**config.mk**
```make
export PLATFORM = sky130hd
export DESIGN_NAME = dcsp_top
export DESIGN_NICKNAME = d
export VERILOG_FILES = /design/src/rtl/dcsp_pkg.sv /design/src/rtl/dcsp_top.sv /design/src/rtl/dcsp_len_cmp.sv
export SDC_FILE = /design/constraint.sdc
export NUM_CORES = 1
export LEC_CHECK = 0
export BUFFER_PORTS_ARGS = -buffer_cell sky130_fd_sc_hd__buf_4
export CAP_MARGIN = 20
export CORE_ASPECT_RATIO = 1.75
export CORE_MARGIN = 2
export CORE_UTILIZATION = 34
export DETAILED_ROUTE_END_ITERATION = 7
export PLACE_DENSITY = 0.48
export SYNTH_ARGS = -nofsm -noshare
export SYNTH_HDL_FRONTEND = slang
export SYNTH_SLANG_ARGS = --single-unit
```
**constraint.sdc**
```tcl
create_clock -name i_mclk -period 7 [get_ports i_mclk]
set_clock_uncertainty 0.15 [all_clocks]
set_input_delay 1.05 -clock i_mclk [delete_from_list [all_inputs] [get_ports i_mclk]]
set_output_delay 1.05 -clock i_mclk [all_outputs]
set_load 0.02 [all_outputs]
```
**src/rtl/dcsp_pkg.sv**
```systemverilog
/*
  Package for the DMA channel size and progress-pointer block: register map,
  field layout, reset values, state enum, bus and event carrier structs.
  Assumes a 32-bit Avalon-MM slave with word addressing in bytes.
  // Function
  // - destination length is 16 bits; zero means 65,536 bytes
  // - cell length is 16 bits per trigger event; zero means 65,536 bytes
  // - read-only 16-bit source progress shows current source byte index
  // - in pattern-detect mode a pattern match clears source progress
  // - read-only 16-bit destination progress shows current destination byte index
  // - upper sixteen bits of size and pointer registers read zero
  // - reset clears destination size, cell size and both pointers
  // - source length is 16 bits; zero means 65,536 bytes
  // - block completes after larger length moved or on pattern match; set flag
  // - source done when pointer reaches source length; same for destination
*/
package dcsp_pkg;
  localparam int DCSP_AW = 6;
  localparam int DCSP_LW = 16;
  localparam int DCSP_DW = 32;
  localparam logic [DCSP_AW-1:0] DCSP_OFF_SRC_SIZE = 6'h00;
  localparam logic [DCSP_AW-1:0] DCSP_OFF_DEST_SIZE = 6'h04;
  localparam logic [DCSP_AW-1:0] DCSP_OFF_SRC_PTR = 6'h08;
  localparam logic [DCSP_AW-1:0] DCSP_OFF_DEST_PTR = 6'h0C;
  localparam logic [DCSP_AW-1:0] DCSP_OFF_CELL_SIZE = 6'h10;
  localparam logic [DCSP_AW-1:0] DCSP_OFF_CTRL = 6'h14;
  localparam logic [DCSP_AW-1:0] DCSP_OFF_STATUS = 6'h18;
  localparam logic [DCSP_AW-1:0] DCSP_OFF_CELL_PTR = 6'h1C;
  localparam logic [DCSP_LW-1:0] DCSP_LEN_RST = 16'h0000;
  localparam logic [DCSP_LW-1:0] DCSP_ONE = 16'h0001;
  localparam logic [DCSP_DW-1:0] DCSP_UNMAPPED = 32'h0000_0000;
  // control bit positions
  localparam int DCSP_CTRL_EN = 0;
  localparam int DCSP_CTRL_PAT = 1;
  // status bit positions: the four flags write one to clear; busy is read-only
  localparam int DCSP_ST_BLOCK = 0;
  localparam int DCSP_ST_SRC = 1;
  localparam int DCSP_ST_DEST = 2;
  localparam int DCSP_ST_CELL = 3;
  localparam int DCSP_ST_BUSY = 4;
  localparam int DCSP_NFLAG = 4;

  typedef enum logic [1:0] {DCSP_IDLE, DCSP_READ, DCSP_WRITE} dcsp_state_e;

  typedef struct packed {
    logic [DCSP_AW-1:0] address;
    logic read;
    logic write;
    logic [DCSP_DW-1:0] writedata;
  } dcsp_avm_req_s;

  typedef struct packed {
    logic [DCSP_DW-1:0] readdata;
    logic waitrequest;
  } dcsp_avm_rsp_s;

  typedef struct packed {
    logic trigger;
    logic rd_ack;
    logic wr_ack;
    logic match;
  } dcsp_evt_s;
endpackage

```
**src/rtl/dcsp_top.sv**
```systemverilog
/*
  One DMA channel's size registers and progress pointers behind an
  Avalon-MM slave. The data mover outside pulses byte events; this block
  tracks where the channel is and when source, destination, cell and
  block are done.
  Assumes event inputs come from logic on i_mclk, one pulse per byte.
*/
`timescale 1ns/1ns
module dcsp_top
  import dcsp_pkg::*;
(
  // clock, reset, enable
  input wire logic i_mclk,
  input wire logic i_rst,
  input wire logic i_ce,
  // avalon-mm slave
  input wire logic [DCSP_AW-1:0] i_avs_address,
  input wire logic i_avs_read,
  input wire logic i_avs_write,
  input wire logic [DCSP_DW-1:0] i_avs_writedata,
  output logic [DCSP_DW-1:0] o_avs_readdata,
  output logic o_avs_waitrequest,
  // byte events from the mover
  input wire logic i_trigger,
  input wire logic i_src_byte,
  input wire logic i_dest_byte,
  input wire logic i_pattern_match,
  // status to the mover
  output logic o_busy,
  output logic o_src_done,
  output logic o_dest_done,
  output logic o_cell_done,
  output logic o_block_done,
  output logic [DCSP_LW-1:0] o_src_progress,
  output logic [DCSP_LW-1:0] o_dest_progress
);
  typedef struct packed {
    dcsp_state_e state;
    logic [DCSP_DW-1:0] rdata;
    logic [DCSP_LW-1:0] src_length;
    logic [DCSP_LW-1:0] dest_length;
    logic [DCSP_LW-1:0] cell_length;
    logic [DCSP_LW-1:0] cell_progress;
    logic [DCSP_LW:0] block_count;
    logic enable;
    logic pat_mode;
    logic in_cell;
    logic [DCSP_NFLAG-1:0] flags;
    logic [DCSP_NFLAG-1:0] pulses;
  } dcsp_top_s;

  dcsp_top_s st_r, st_nxt;
  dcsp_avm_req_s req;
  dcsp_evt_s evt;
  logic [DCSP_LW-1:0] src_progress;
  logic [DCSP_LW-1:0] dest_progress;
  logic src_hit, dest_hit, src_step, dest_step, pat_clear, blk_end, cell_end;
  logic [DCSP_LW:0] blk_len;

  // widens a length to 17 bits, zero meaning 65,536
  function automatic logic [DCSP_LW:0] full_len(input logic [DCSP_LW-1:0] len);
    full_len = (len == DCSP_LEN_RST) ? {1'b1, DCSP_LEN_RST} : {1'b0, len};
  endfunction

  // pads a 16-bit field; upper half reads zero
  function automatic logic [DCSP_DW-1:0] pad16(input logic [DCSP_LW-1:0] v);
    pad16 = {{(DCSP_DW-DCSP_LW){1'b0}}, v};
  endfunction

  assign req = '{address: i_avs_address, read: i_avs_read, write: i_avs_write,
                 writedata: i_avs_writedata};
  assign evt = '{trigger: i_trigger, rd_ack: i_src_byte, wr_ack: i_dest_byte,
                 match: i_pattern_match};

  assign pat_clear = st_r.pat_mode && evt.match && st_r.in_cell;
  assign src_step = st_r.in_cell && evt.rd_ack;
  assign dest_step = st_r.in_cell && evt.wr_ack;

  dcsp_len_cmp u_src (
    .i_mclk(i_mclk),
    .i_rst(i_rst),
    .i_ce(i_ce),
    .i_clear(pat_clear || blk_end),
    .i_step(src_step),
    .i_length(st_r.src_length),
    .o_progress(src_progress),
    .o_done(src_hit)
  );

  dcsp_len_cmp u_dest (
    .i_mclk(i_mclk),
    .i_rst(i_rst),
    .i_ce(i_ce),
    .i_clear(blk_end),
    .i_step(dest_step),
    .i_length(st_r.dest_length),
    .o_progress(dest_progress),
    .o_done(dest_hit)
  );

  // block spans the larger of the two lengths, counted on destination writes
  assign blk_len = (full_len(st_r.src_length) > full_len(st_r.dest_length)) ?
                   full_len(st_r.src_length) : full_len(st_r.dest_length);
  assign blk_end = (dest_step && ((st_r.block_count + 17'h00001) == blk_len)) || pat_clear;
  assign cell_end = dest_step &&
                    ({1'b0, st_r.cell_progress} + 17'h00001 == full_len(st_r.cell_length));

  always_comb begin
    st_nxt = st_r;
    st_nxt.pulses = '0;
    // trigger opens a cell only while enabled and not already moving
    if (st_r.enable && evt.trigger && !st_r.in_cell) begin
      st_nxt.in_cell = 1'b1;
    end
    if (dest_step) begin
      st_nxt.cell_progress = st_r.cell_progress + DCSP_ONE;
      st_nxt.block_count = st_r.block_count + 17'h00001;
    end
    if (cell_end || blk_end) begin
      st_nxt.in_cell = 1'b0;
      st_nxt.cell_progress = DCSP_LEN_RST;
    end
    if (pat_clear) begin
      st_nxt.cell_progress = DCSP_LEN_RST;
    end
    if (blk_end) begin
      st_nxt.block_count = '0;
    end
    // bus side: one cycle of wait, answer on the second
    case (st_r.state)
      DCSP_IDLE: begin
        if (req.read) begin
          st_nxt.state = DCSP_READ;
          if (req.address == DCSP_OFF_SRC_SIZE) begin
            st_nxt.rdata = pad16(st_r.src_length);
          end else if (req.address == DCSP_OFF_DEST_SIZE) begin
            st_nxt.rdata = pad16(st_r.dest_length);
          end else if (req.address == DCSP_OFF_SRC_PTR) begin
            st_nxt.rdata = pad16(src_progress);
          end else if (req.address == DCSP_OFF_DEST_PTR) begin
            st_nxt.rdata = pad16(dest_progress);
          end else if (req.address == DCSP_OFF_CELL_SIZE) begin
            st_nxt.rdata = pad16(st_r.cell_length);
          end else if (req.address == DCSP_OFF_CTRL) begin
            st_nxt.rdata = DCSP_UNMAPPED;
            st_nxt.rdata[DCSP_CTRL_EN] = st_r.enable;
            st_nxt.rdata[DCSP_CTRL_PAT] = st_r.pat_mode;
          end else if (req.address == DCSP_OFF_STATUS) begin
            st_nxt.rdata = DCSP_UNMAPPED;
            st_nxt.rdata[DCSP_NFLAG-1:0] = st_r.flags;
            st_nxt.rdata[DCSP_ST_BUSY] = st_r.in_cell;
          end else if (req.address == DCSP_OFF_CELL_PTR) begin
            st_nxt.rdata = pad16(st_r.cell_progress);
          end else begin
            st_nxt.rdata = DCSP_UNMAPPED;
          end
        end else if (req.write) begin
          st_nxt.state = DCSP_WRITE;
        end
      end
      // a write lands only at the edge where waitrequest is seen low
      DCSP_WRITE: begin
        st_nxt.state = DCSP_IDLE;
        if (req.write) begin
          if (req.address == DCSP_OFF_SRC_SIZE) begin
            st_nxt.src_length = req.writedata[DCSP_LW-1:0];
          end else if (req.address == DCSP_OFF_DEST_SIZE) begin
            st_nxt.dest_length = req.writedata[DCSP_LW-1:0];
          end else if (req.address == DCSP_OFF_CELL_SIZE) begin
            st_nxt.cell_length = req.writedata[DCSP_LW-1:0];
          end else if (req.address == DCSP_OFF_CTRL) begin
            st_nxt.enable = req.writedata[DCSP_CTRL_EN];
            st_nxt.pat_mode = req.writedata[DCSP_CTRL_PAT];
          end else if (req.address == DCSP_OFF_STATUS) begin
            st_nxt.flags = st_r.flags & ~req.writedata[DCSP_NFLAG-1:0];
          end
        end
      end
      default: begin
        st_nxt.state = DCSP_IDLE;
      end
    endcase
    // hardware set wins over software clear in the same cycle
    if (blk_end) begin
      st_nxt.flags[DCSP_ST_BLOCK] = 1'b1;
      st_nxt.pulses[DCSP_ST_BLOCK] = 1'b1;
    end
    if (src_hit) begin
      st_nxt.flags[DCSP_ST_SRC] = 1'b1;
      st_nxt.pulses[DCSP_ST_SRC] = 1'b1;
    end
    if (dest_hit) begin
      st_nxt.flags[DCSP_ST_DEST] = 1'b1;
      st_nxt.pulses[DCSP_ST_DEST] = 1'b1;
    end
    if (cell_end) begin
      st_nxt.flags[DCSP_ST_CELL] = 1'b1;
      st_nxt.pulses[DCSP_ST_CELL] = 1'b1;
    end
  end

  always_ff @(posedge i_mclk) begin
    if (i_rst) begin
      st_r <= '0;
    end else if (i_ce) begin
      st_r <= st_nxt;
    end
  end

  assign o_avs_readdata = st_r.rdata;
  assign o_avs_waitrequest = (st_r.state == DCSP_IDLE);
  assign o_busy = st_r.in_cell;
  assign o_block_done = st_r.pulses[DCSP_ST_BLOCK];
  assign o_src_done = st_r.pulses[DCSP_ST_SRC];
  assign o_dest_done = st_r.pulses[DCSP_ST_DEST];
  assign o_cell_done = st_r.pulses[DCSP_ST_CELL];
  assign o_src_progress = src_progress;
  assign o_dest_progress = dest_progress;
endmodule

```
**src/rtl/dcsp_len_cmp.sv**
```systemverilog
/*
  Progress counter for one side of the channel: steps once per byte,
  wraps at the programmed length and flags when the length is reached.
  Assumes steps and clears come from logic on the same clock.
*/
`timescale 1ns/1ns
module dcsp_len_cmp
  import dcsp_pkg::*;
(
  // clock and control
  input wire logic i_mclk,
  input wire logic i_rst,
  input wire logic i_ce,
  input wire logic i_clear,
  input wire logic i_step,
  // programmed length, zero meaning full range
  input wire logic [DCSP_LW-1:0] i_length,
  // progress
  output logic [DCSP_LW-1:0] o_progress,
  output logic o_done
);
  typedef struct packed {
    logic [DCSP_LW-1:0] ptr;
  } dcsp_cnt_s;
  dcsp_cnt_s st_r, st_nxt;
  logic last;

  // zero length wraps naturally at 65,535 + 1
  assign last = ((st_r.ptr + DCSP_ONE) == i_length);

  always_comb begin
    st_nxt = st_r;
    if (i_clear) begin
      st_nxt.ptr = DCSP_LEN_RST;
    end else if (i_step) begin
      st_nxt.ptr = last ? DCSP_LEN_RST : st_r.ptr + DCSP_ONE;
    end
  end

  always_ff @(posedge i_mclk) begin
    if (i_rst) begin
      st_r <= '0;
    end else if (i_ce) begin
      st_r <= st_nxt;
    end
  end

  assign o_progress = st_r.ptr;
  assign o_done = i_step && last;
endmodule

```
==> impl_metrics.toml, run 1 <==
[run_status]
status = "finished clean"

[setup_path]
critPathArrivalTime_ns = 5.95
r2r_start = "st_r[72]$_SDFFE_PP0P_"
path_max_fanout = 33
cp_slowest_cell = "nor4_1"
critical_path.most_common_cell = "nand4_1"
setup.worst_path.class = "flip-flop to flip-flop"
rr_worst_depth = 14
max_stage_delay_ns = 0.58
worstSetupStartpointType = "flip-flop"
path_cells = "buf_4, nor4_1, nand4_1, ha_1, nand4_1, nor4_1, nand2b_1, a31oi_2, mux2_2, a211oi_1, nand4_1, o21a_2, a31oi_2, o221ai_1"
endpoint_kind = "flip-flop"
crit_start = "st_r[72]$_SDFFE_PP0P_"
cp.required_ns = 7.16

[logic_synthesis]
synthSimpleGateAreaFrac = 0.234
synth_mux_area_frac = 0.0594
syn_area_um2 = 9730
synth_xor_area_frac = 0.111
synth_edf_count = 0
avgSynthCellArea_um2 = 7.81
synth_compound_area_frac = 0.190
ys_seq_area_frac = 0.292
ys_types = 74
synthCells = 1246
ys_seq_elements = 142
synth_top_family_by_area = "simple AND/OR/NAND/NOR gates"
yosys_warnings = 0
yosys.area_share.adder = 0.0270
synth_ff_type = "dfxtp_1"
async_flop_share = 0

[power]
power_frac_seq = 0.422
share_comb_of_total_power = 0.065
ir_worst_vdd_mv = 0.180
p_sw_mw = 0.494
p_sw_frac = 0.252
p_clk_frac = 0.513
p_total_mw = 1.96
p_leak_nw = 4.01
p_int_mw = 1.47
powerDensity_nw_per_um2 = 178

[timing]
relSlewSlack = 0.272
finalHoldViolations = 0
fmax_mhz = 173
setup_tns_ns = 0
period_share = 0.826
finalSetupViolCount = 0
whs_ns = 0.303
rsz0062_at_grt = "false"
slew_violations = 0
tightest_slew_ns = 1.08
period_needed_ns = 5.78

[layout]
antenna_cells = 0
area_growth_pct = 13.2
multi_input_area_um2 = 6110
drive_above_1_share = 0.128
seq_area_um2 = 2840
nets = 1317
fill_cells = 3006

[min_path]
min_from = "o_avs_readdata[2]$_SDFFE_PP0P_"
holdCritPathClass = "flip-flop to flip-flop"
whs_path_depth = 2

[route]
routedWlPerCell_um = 23.9
first_iter_violations = 726
vias = 9450
dr.pass1.iters = 6
wl_um = 39100
drc = 0
drt-vias-per-instance = 5.76
antenna_left = 0

[floorplan]
start_util = 0.342
die_w_um = 132
core_area_um2 = 28400
ios = 117
die_h_um = 228
num_rows = 82
die_area_um2 = 30000

[clock_network]
cts_resized = 0
cts_buffer_depth = 2
cts_hold_buffers = 0
cts_tree = "built"
numCtsBuffers = 17
htree_num_levels = 4
clk_pin_slew_ns = 0.07
clk_latency_ns = 0.46
post_cts_buffers = 0
cts-root-buf = "clkbuf_16"
cts_num_sinks = 142

[placed_design]
dp_hpwl_um = 29900
portBuffers = 84
place_congestion = 0.926

[global_route]
gr-total-overflow = 0
grt_pass1_wl_um = 57000
antenna_found_initial = 0
grt_max_degree = 62
track_usage = 0.257
grt_pass1_vias = 8823

[flow_run]
cap_viol_max_count = 0
-- layout by cell type (no fill, tap or decap), drive strengths merged, types with 6 or more instances in the layout --
cell type and count:
dfxtp 142, a21oi 76, o31ai 20, xor2 43, buf 105, a21o 10
conb 16, nor4 30, nand3 67, nor2 84, inv 43, clkbuf 20
a221oi 6, o21ai 39, nor2b 7, xnor3 7, xnor2 62, ha 21
o221ai 6, a22o 14, mux2 6, and3 23, nand4 22, or3 9
and2 7, a211oi 23, nand2 156, mux2i 42, nor3 33, o211ai 8
a222oi 11, a31oi 25
-- stage by stage --
stage / area, µm² / util / worst slack (ns) / instances
after floorplan: 9790 / - / 2.99 / 1261
after global placement: 10400 / 0.365 / 1.25 / 1607
after detailed placement: 10400 / 0.365 / 1.27 / 1608
after CTS: 11000 / 0.388 / 1.23 / 1640
after global routing: 11000 / 0.388 / 0.969 / 1640
final: 11000 / 0.388 / 1.22 / 1640
-- power by group through the flow --
stage | clock, mW | sequential [mW] | combinational (mW)
floorplan | 0 | 0.840 | 0.0889
global placement | 0 | 0.845 | 0.125
detailed placement | 0 | 0.845 | 0.126
CTS | 1.02 | 0.827 | 0.126
global route | 1.05 | 0.828 | 0.136
finish | 1.01 | 0.827 | 0.127
-- worst paths after layout --
check                                            to  slack [ns]
setup / recovery  u_src.o_progress[13]$_SDFFE_PP0P_        1.22
hold / removal       o_avs_readdata[2]$_SDFFE_PP0P_        0.30
setup reg to reg  u_src.o_progress[13]$_SDFFE_PP0P_        1.22
hold reg to reg      o_avs_readdata[2]$_SDFFE_PP0P_        0.30
-- registers in the layout, summed over array words and instances, names as in the netlist --
name	count
o_avs_readdata	16
u_dest.o_progress	16
o_dest_done	1
o_block_done	1
o_cell_done	1
o_src_done	1
st_r	89
u_src.o_progress	16
o_busy	1
-- cell families (layout without fill, tap and decap cells) --
family / after synthesis / in the layout
adder cells (fa/ha/maj): 21 / 21
other: 1 / 16
AND/OR/NAND/NOR: 468 / 468
AO/OA/AOI/OAI: 271 / 271
buffers and inverters: 179 / 180
XOR/XNOR: 112 / 112
multiplexers: 52 / 52
flip-flops: 142 / 142
-- worst max-delay path, delay by kind of cell (launching register included) --
| kind | cells | cell delay [ns] |
|---|---|---|
| buf+inv | 1 | 0.18 |
| fa+ha+maj | 1 | 0.44 |
| mux | 1 | 0.40 |
| simple gates | 6 | 2.11 |
| compound gates | 5 | 2.05 |
| flops | 1 | 0.30 |
-- synthesized netlist by cell type, types with 33 or more instances --
cell / instances / area share
nand2_1: 156 / 0.060
dfxtp_1: 142 / 0.29
nor2_1: 84 / 0.032
clkbuf_1: 83 / 0.032
a21oi_1: 75 / 0.039
nand3_1: 67 / 0.034
xnor2_1: 62 / 0.056
xor2_1: 43 / 0.039
inv_1: 42 / 0.016
mux2i_1: 42 / 0.043
o21ai_0: 38 / 0.020
buf_4: 33 / 0.025
-- layout make-up --
class | count | share of cell area
multi-input combinational | 940 | 0.555
sequential | 142 | 0.258
tap | 378 | 0.0429
clock inverter | 12 | 0.0169
inverter | 43 | 0.0147
timing repair buffer | 105 | 0.0719
clock buffer | 20 | 0.0406
-- routing by layer --
metal | wire length (µm) | vias up | global-route usage
met5 | 0 | - | 0
met4 | 2480 | 0 | 0.164
met3 | 1630 | 103 | 0.0351
met2 | 20900 | 330 | 0.473
met1 | 14100 | 4584 | 0.270
li1 | - | 4433 | -
No activity file was read; power rests on OpenSTA's default activity.
==> run 2: changes to the inputs <==
--- a/config.mk
+++ b/config.mk
@@ -5,13 +5,14 @@
 export SDC_FILE = /design/constraint.sdc
 export NUM_CORES = 1
 export LEC_CHECK = 0
+export ABC_AREA = 1
 export BUFFER_PORTS_ARGS = -buffer_cell sky130_fd_sc_hd__buf_4
 export CAP_MARGIN = 20
 export CORE_ASPECT_RATIO = 1.75
 export CORE_MARGIN = 2
 export CORE_UTILIZATION = 34
 export DETAILED_ROUTE_END_ITERATION = 7
-export PLACE_DENSITY = 0.48
+export PLACE_DENSITY = 0.5
 export SYNTH_ARGS = -nofsm -noshare
 export SYNTH_HDL_FRONTEND = slang
 export SYNTH_SLANG_ARGS = --single-unit
==> constraint.sdc (replaced) <==
create_clock -name i_mclk -period 5.2 [get_ports i_mclk]
set_clock_uncertainty 0.15 [all_clocks]
set_input_delay 0.78 -clock i_mclk [delete_from_list [all_inputs] [get_ports i_mclk]]
set_output_delay 0.78 -clock i_mclk [all_outputs]
set_load 0.02 [all_outputs]
==> run 2 against run 1 <==
Critical endpoint is now u_dest.o_progress[4]$_SDFFE_PP0P_; highest routed layer unchanged; die area increased by 2.7%; sequential power up 32%; register-to-register slack got worse by 0.64 ns; core utilization is 0.32 points higher; maximum frequency grew 25%; synthesized cell count increased by 25%; non-clock buffer count is 3 higher; largest power group unchanged; clock power increased by 26%; worst hold slack improved by 0.012 ns; power is 28% higher; routed wire length is 4.5% higher; cell count grew 21%.
==> impl_metrics.toml, run 2 <==
[placed_design]
portBuffers = 84
dp_cells = 1956
place_congestion = 0.942
place_area_um2 = 10800
place_ws_ns = 0.668
dp_hpwl_um = 32400

[min_path]
holdCritPathClass = "flip-flop to flip-flop"
whs_path_depth = 2
min_from = "o_cell_done$_SDFFE_PP0P_"
whs_endpoint = "o_cell_done$_SDFFE_PP0P_"

[global_route]
track_usage = 0.267
grt_max_degree = 75
grt_pass1_vias = 10400
grt_pass1_wl_um = 61300
antenna_found_initial = 0
gr-total-overflow = 0

[setup_path]
critPathArrivalTime_ns = 4.82
path_buf_inv = 2
path_cells = "nor4_1, nand4_1, ha_1, nand2_1, inv_1, nand3_2, nor2_2, nand3_1, nand3_2, nand2_4, nand2_1, nand2_1, nand2_1, nand2_1, nor2_1, nand2_1, nor2_2, nand3_4, nand2_8, inv_4, nand4_1, a21oi_1"
r2r_start = "st_r[62]$_SDFFE_PP0P_"
endpoint_kind = "flip-flop"
setup.worst_path.class = "flip-flop to flip-flop"
reg2reg_to = "u_dest.o_progress[4]$_SDFFE_PP0P_"
cp_slowest_cell = "nor4_1"
max_stage_delay_ns = 0.53
rr_worst_depth = 22
cp.required_ns = 5.40
crit_family = "simple AND/OR/NAND/NOR gates"
worstSetupStartpointType = "flip-flop"
crit_start = "st_r[62]$_SDFFE_PP0P_"
path_max_fanout = 46
critical_path.most_common_cell = "nand2_1"
timing.reg2reg.setup_slack_ns = 0.58

[logic_synthesis]
ys_types = 56
synth_ff_type = "dfxtp_1"
ys_seq_elements = 142
ys_seq_area_frac = 0.284
synthCells = 1554
yosys_warnings = 0
avgSynthCellArea_um2 = 6.44
yosys.cell_count.top_type = "nand2_1"
yosys.area_share.adder = 0.0263
synth_top_area_cell = "dfxtp_1"
async_flop_share = 0
syn_area_um2 = 10000
synth_top_area_share = 0.284
synthSimpleGateAreaFrac = 0.346
synth_xor_area_frac = 0.0438
yosys-top-cells-count = "nand2_1 (329), inv_1 (192), a21oi_1 (150), dfxtp_1 (142), nand3_1 (121)"
synth_top_family_by_area = "simple AND/OR/NAND/NOR gates"
synth_compound_area_frac = 0.166
synth_mux_area_frac = 0
synth_edf_count = 0
ys_top_cells_by_area = "dfxtp_1 (28%), nand2_1 (12%), a21oi_1 (7.5%), inv_1 (7.2%), nand3_1 (6.1%)"

[power]
share_comb_of_total_power = 0.053
ir_worst_vdd_mv = 0.245
power_frac_seq = 0.437
p_total_mw = 2.50
p_sw_frac = 0.255
powerDensity_nw_per_um2 = 219
p_int_mw = 1.86
p_clk_frac = 0.510
p_leak_nw = 4.76
p_sw_mw = 0.637

[clock_network]
cts_resized = 0
cts_hold_buffers = 0
cts_tree = "built"
numCtsBuffers = 17
cts_buffer_depth = 2
cts-root-buf = "clkbuf_16"
post_cts_buffers = 0
cts_num_sinks = 142
htree_num_levels = 4
clk_pin_slew_ns = 0.07
clk_latency_ns = 0.46

[layout]
mostFrequentLayoutCell = "nand2_1"
regMostFlops = "st_r"
fill_cells = 3187
multi_input_area_um2 = 5920
final_cell_mix = "nand2_1 (329), inv_1 (191), a21oi_1 (149)"
final_core_util = 0.391
drive_above_1_share = 0.129
nets = 1661
antenna_cells = 0
seq_area_um2 = 2840
largest_register_ffs = 89
area_growth_pct = 14.0
fin_area_um2 = 11400
stdcell_count = 1988

[route]
vias = 10600
drc = 0
dr.pass1.iters = 6
first_iter_violations = 604
wl_um = 40900
routedWlPerCell_um = 20.6
antenna_left = 0
drt-vias-per-instance = 5.34

[timing]
fmax_mhz = 216
period_share = 0.889
rsz0062_at_grt = "false"
relSlewSlack = 0.340
setup_tns_ns = 0
finalHoldViolations = 0
post-route-worst-setup-slack_ns = 0.576
whs_ns = 0.316
slew_violations = 0
period_needed_ns = 4.62
finalSetupViolCount = 0
tightest_slew_ns = 0.986

[floorplan]
ios = 117
num_rows = 83
start_util = 0.343
die_h_um = 231
core_area_um2 = 29200
die_w_um = 134
die_area_um2 = 30900

[run_status]
status = "finished clean"

[flow_run]
cap_viol_max_count = 0
run 2: cell types whose count changed after synthesis, sizes merged, moves of 60 or more:
cell   before  now
nand2     156  335
inv        42  197
a21oi      76  153
nand3      67  134
o21ai      39  106
xnor2      62    2
run 2: cell type report:
class	instances	share of cell area
timing repair buffer	108	0.0722
multi-input combinational	1126	0.519
clock inverter	12	0.0120
inverter	198	0.0656
tap	382	0.0419
clock buffer	20	0.0401
sequential	142	0.249
run 2: cell families (layout without fill, tap and decap cells):
kind of cell | after synthesis | count (layout)
flops | 142 | 142
buf+inv | 301 | 338
xor+xnor | 50 | 50
other cells | 1 | 16
simple gates | 734 | 734
fa+ha+maj | 21 | 21
compound gates | 305 | 305
run 2: worst min-delay path: stages (launching register included):
cell and delay [ns]:
dfxtp_1 0.31, nand2_1 0.06, a21oi_1 0.05
run 2: worst max-delay path by stage:
stage	endpoint	slack, ns	cells after the start
after floorplan	u_src.o_progress[10]$_SDFFE_PP0P_	2.10	22
after detailed placement	u_dest.o_progress[4]$_SDFFE_PP0P_	0.67	22
after global routing	st_r[4]$_SDFFE_PP0P_	0.31	23
after global placement	u_dest.o_progress[4]$_SDFFE_PP0P_	0.65	22
final	u_dest.o_progress[4]$_SDFFE_PP0P_	0.58	22
after CTS	u_dest.o_progress[4]$_SDFFE_PP0P_	0.65	22
run 2: power groups by stage:
stage / clock network (mW) / logic, mW / registers, mW
floorplan: 0 / 0.0888 / 1.12
global placement: 0 / 0.131 / 1.12
detailed placement: 0 / 0.132 / 1.12
CTS: 1.30 / 0.132 / 1.09
global route: 1.34 / 0.143 / 1.09
finish: 1.27 / 0.132 / 1.09
run 2: routing by layer:
layer / routed length, µm / share of wire / up-vias / track usage
met5: 0 / 0 / - / 0
met3: 1520 / 0.037 / 125 / 0.0413
met4: 3130 / 0.077 / 0 / 0.192
met1: 14600 / 0.36 / 4947 / 0.261
met2: 21700 / 0.53 / 338 / 0.502
li1: - / - / 5211 / -
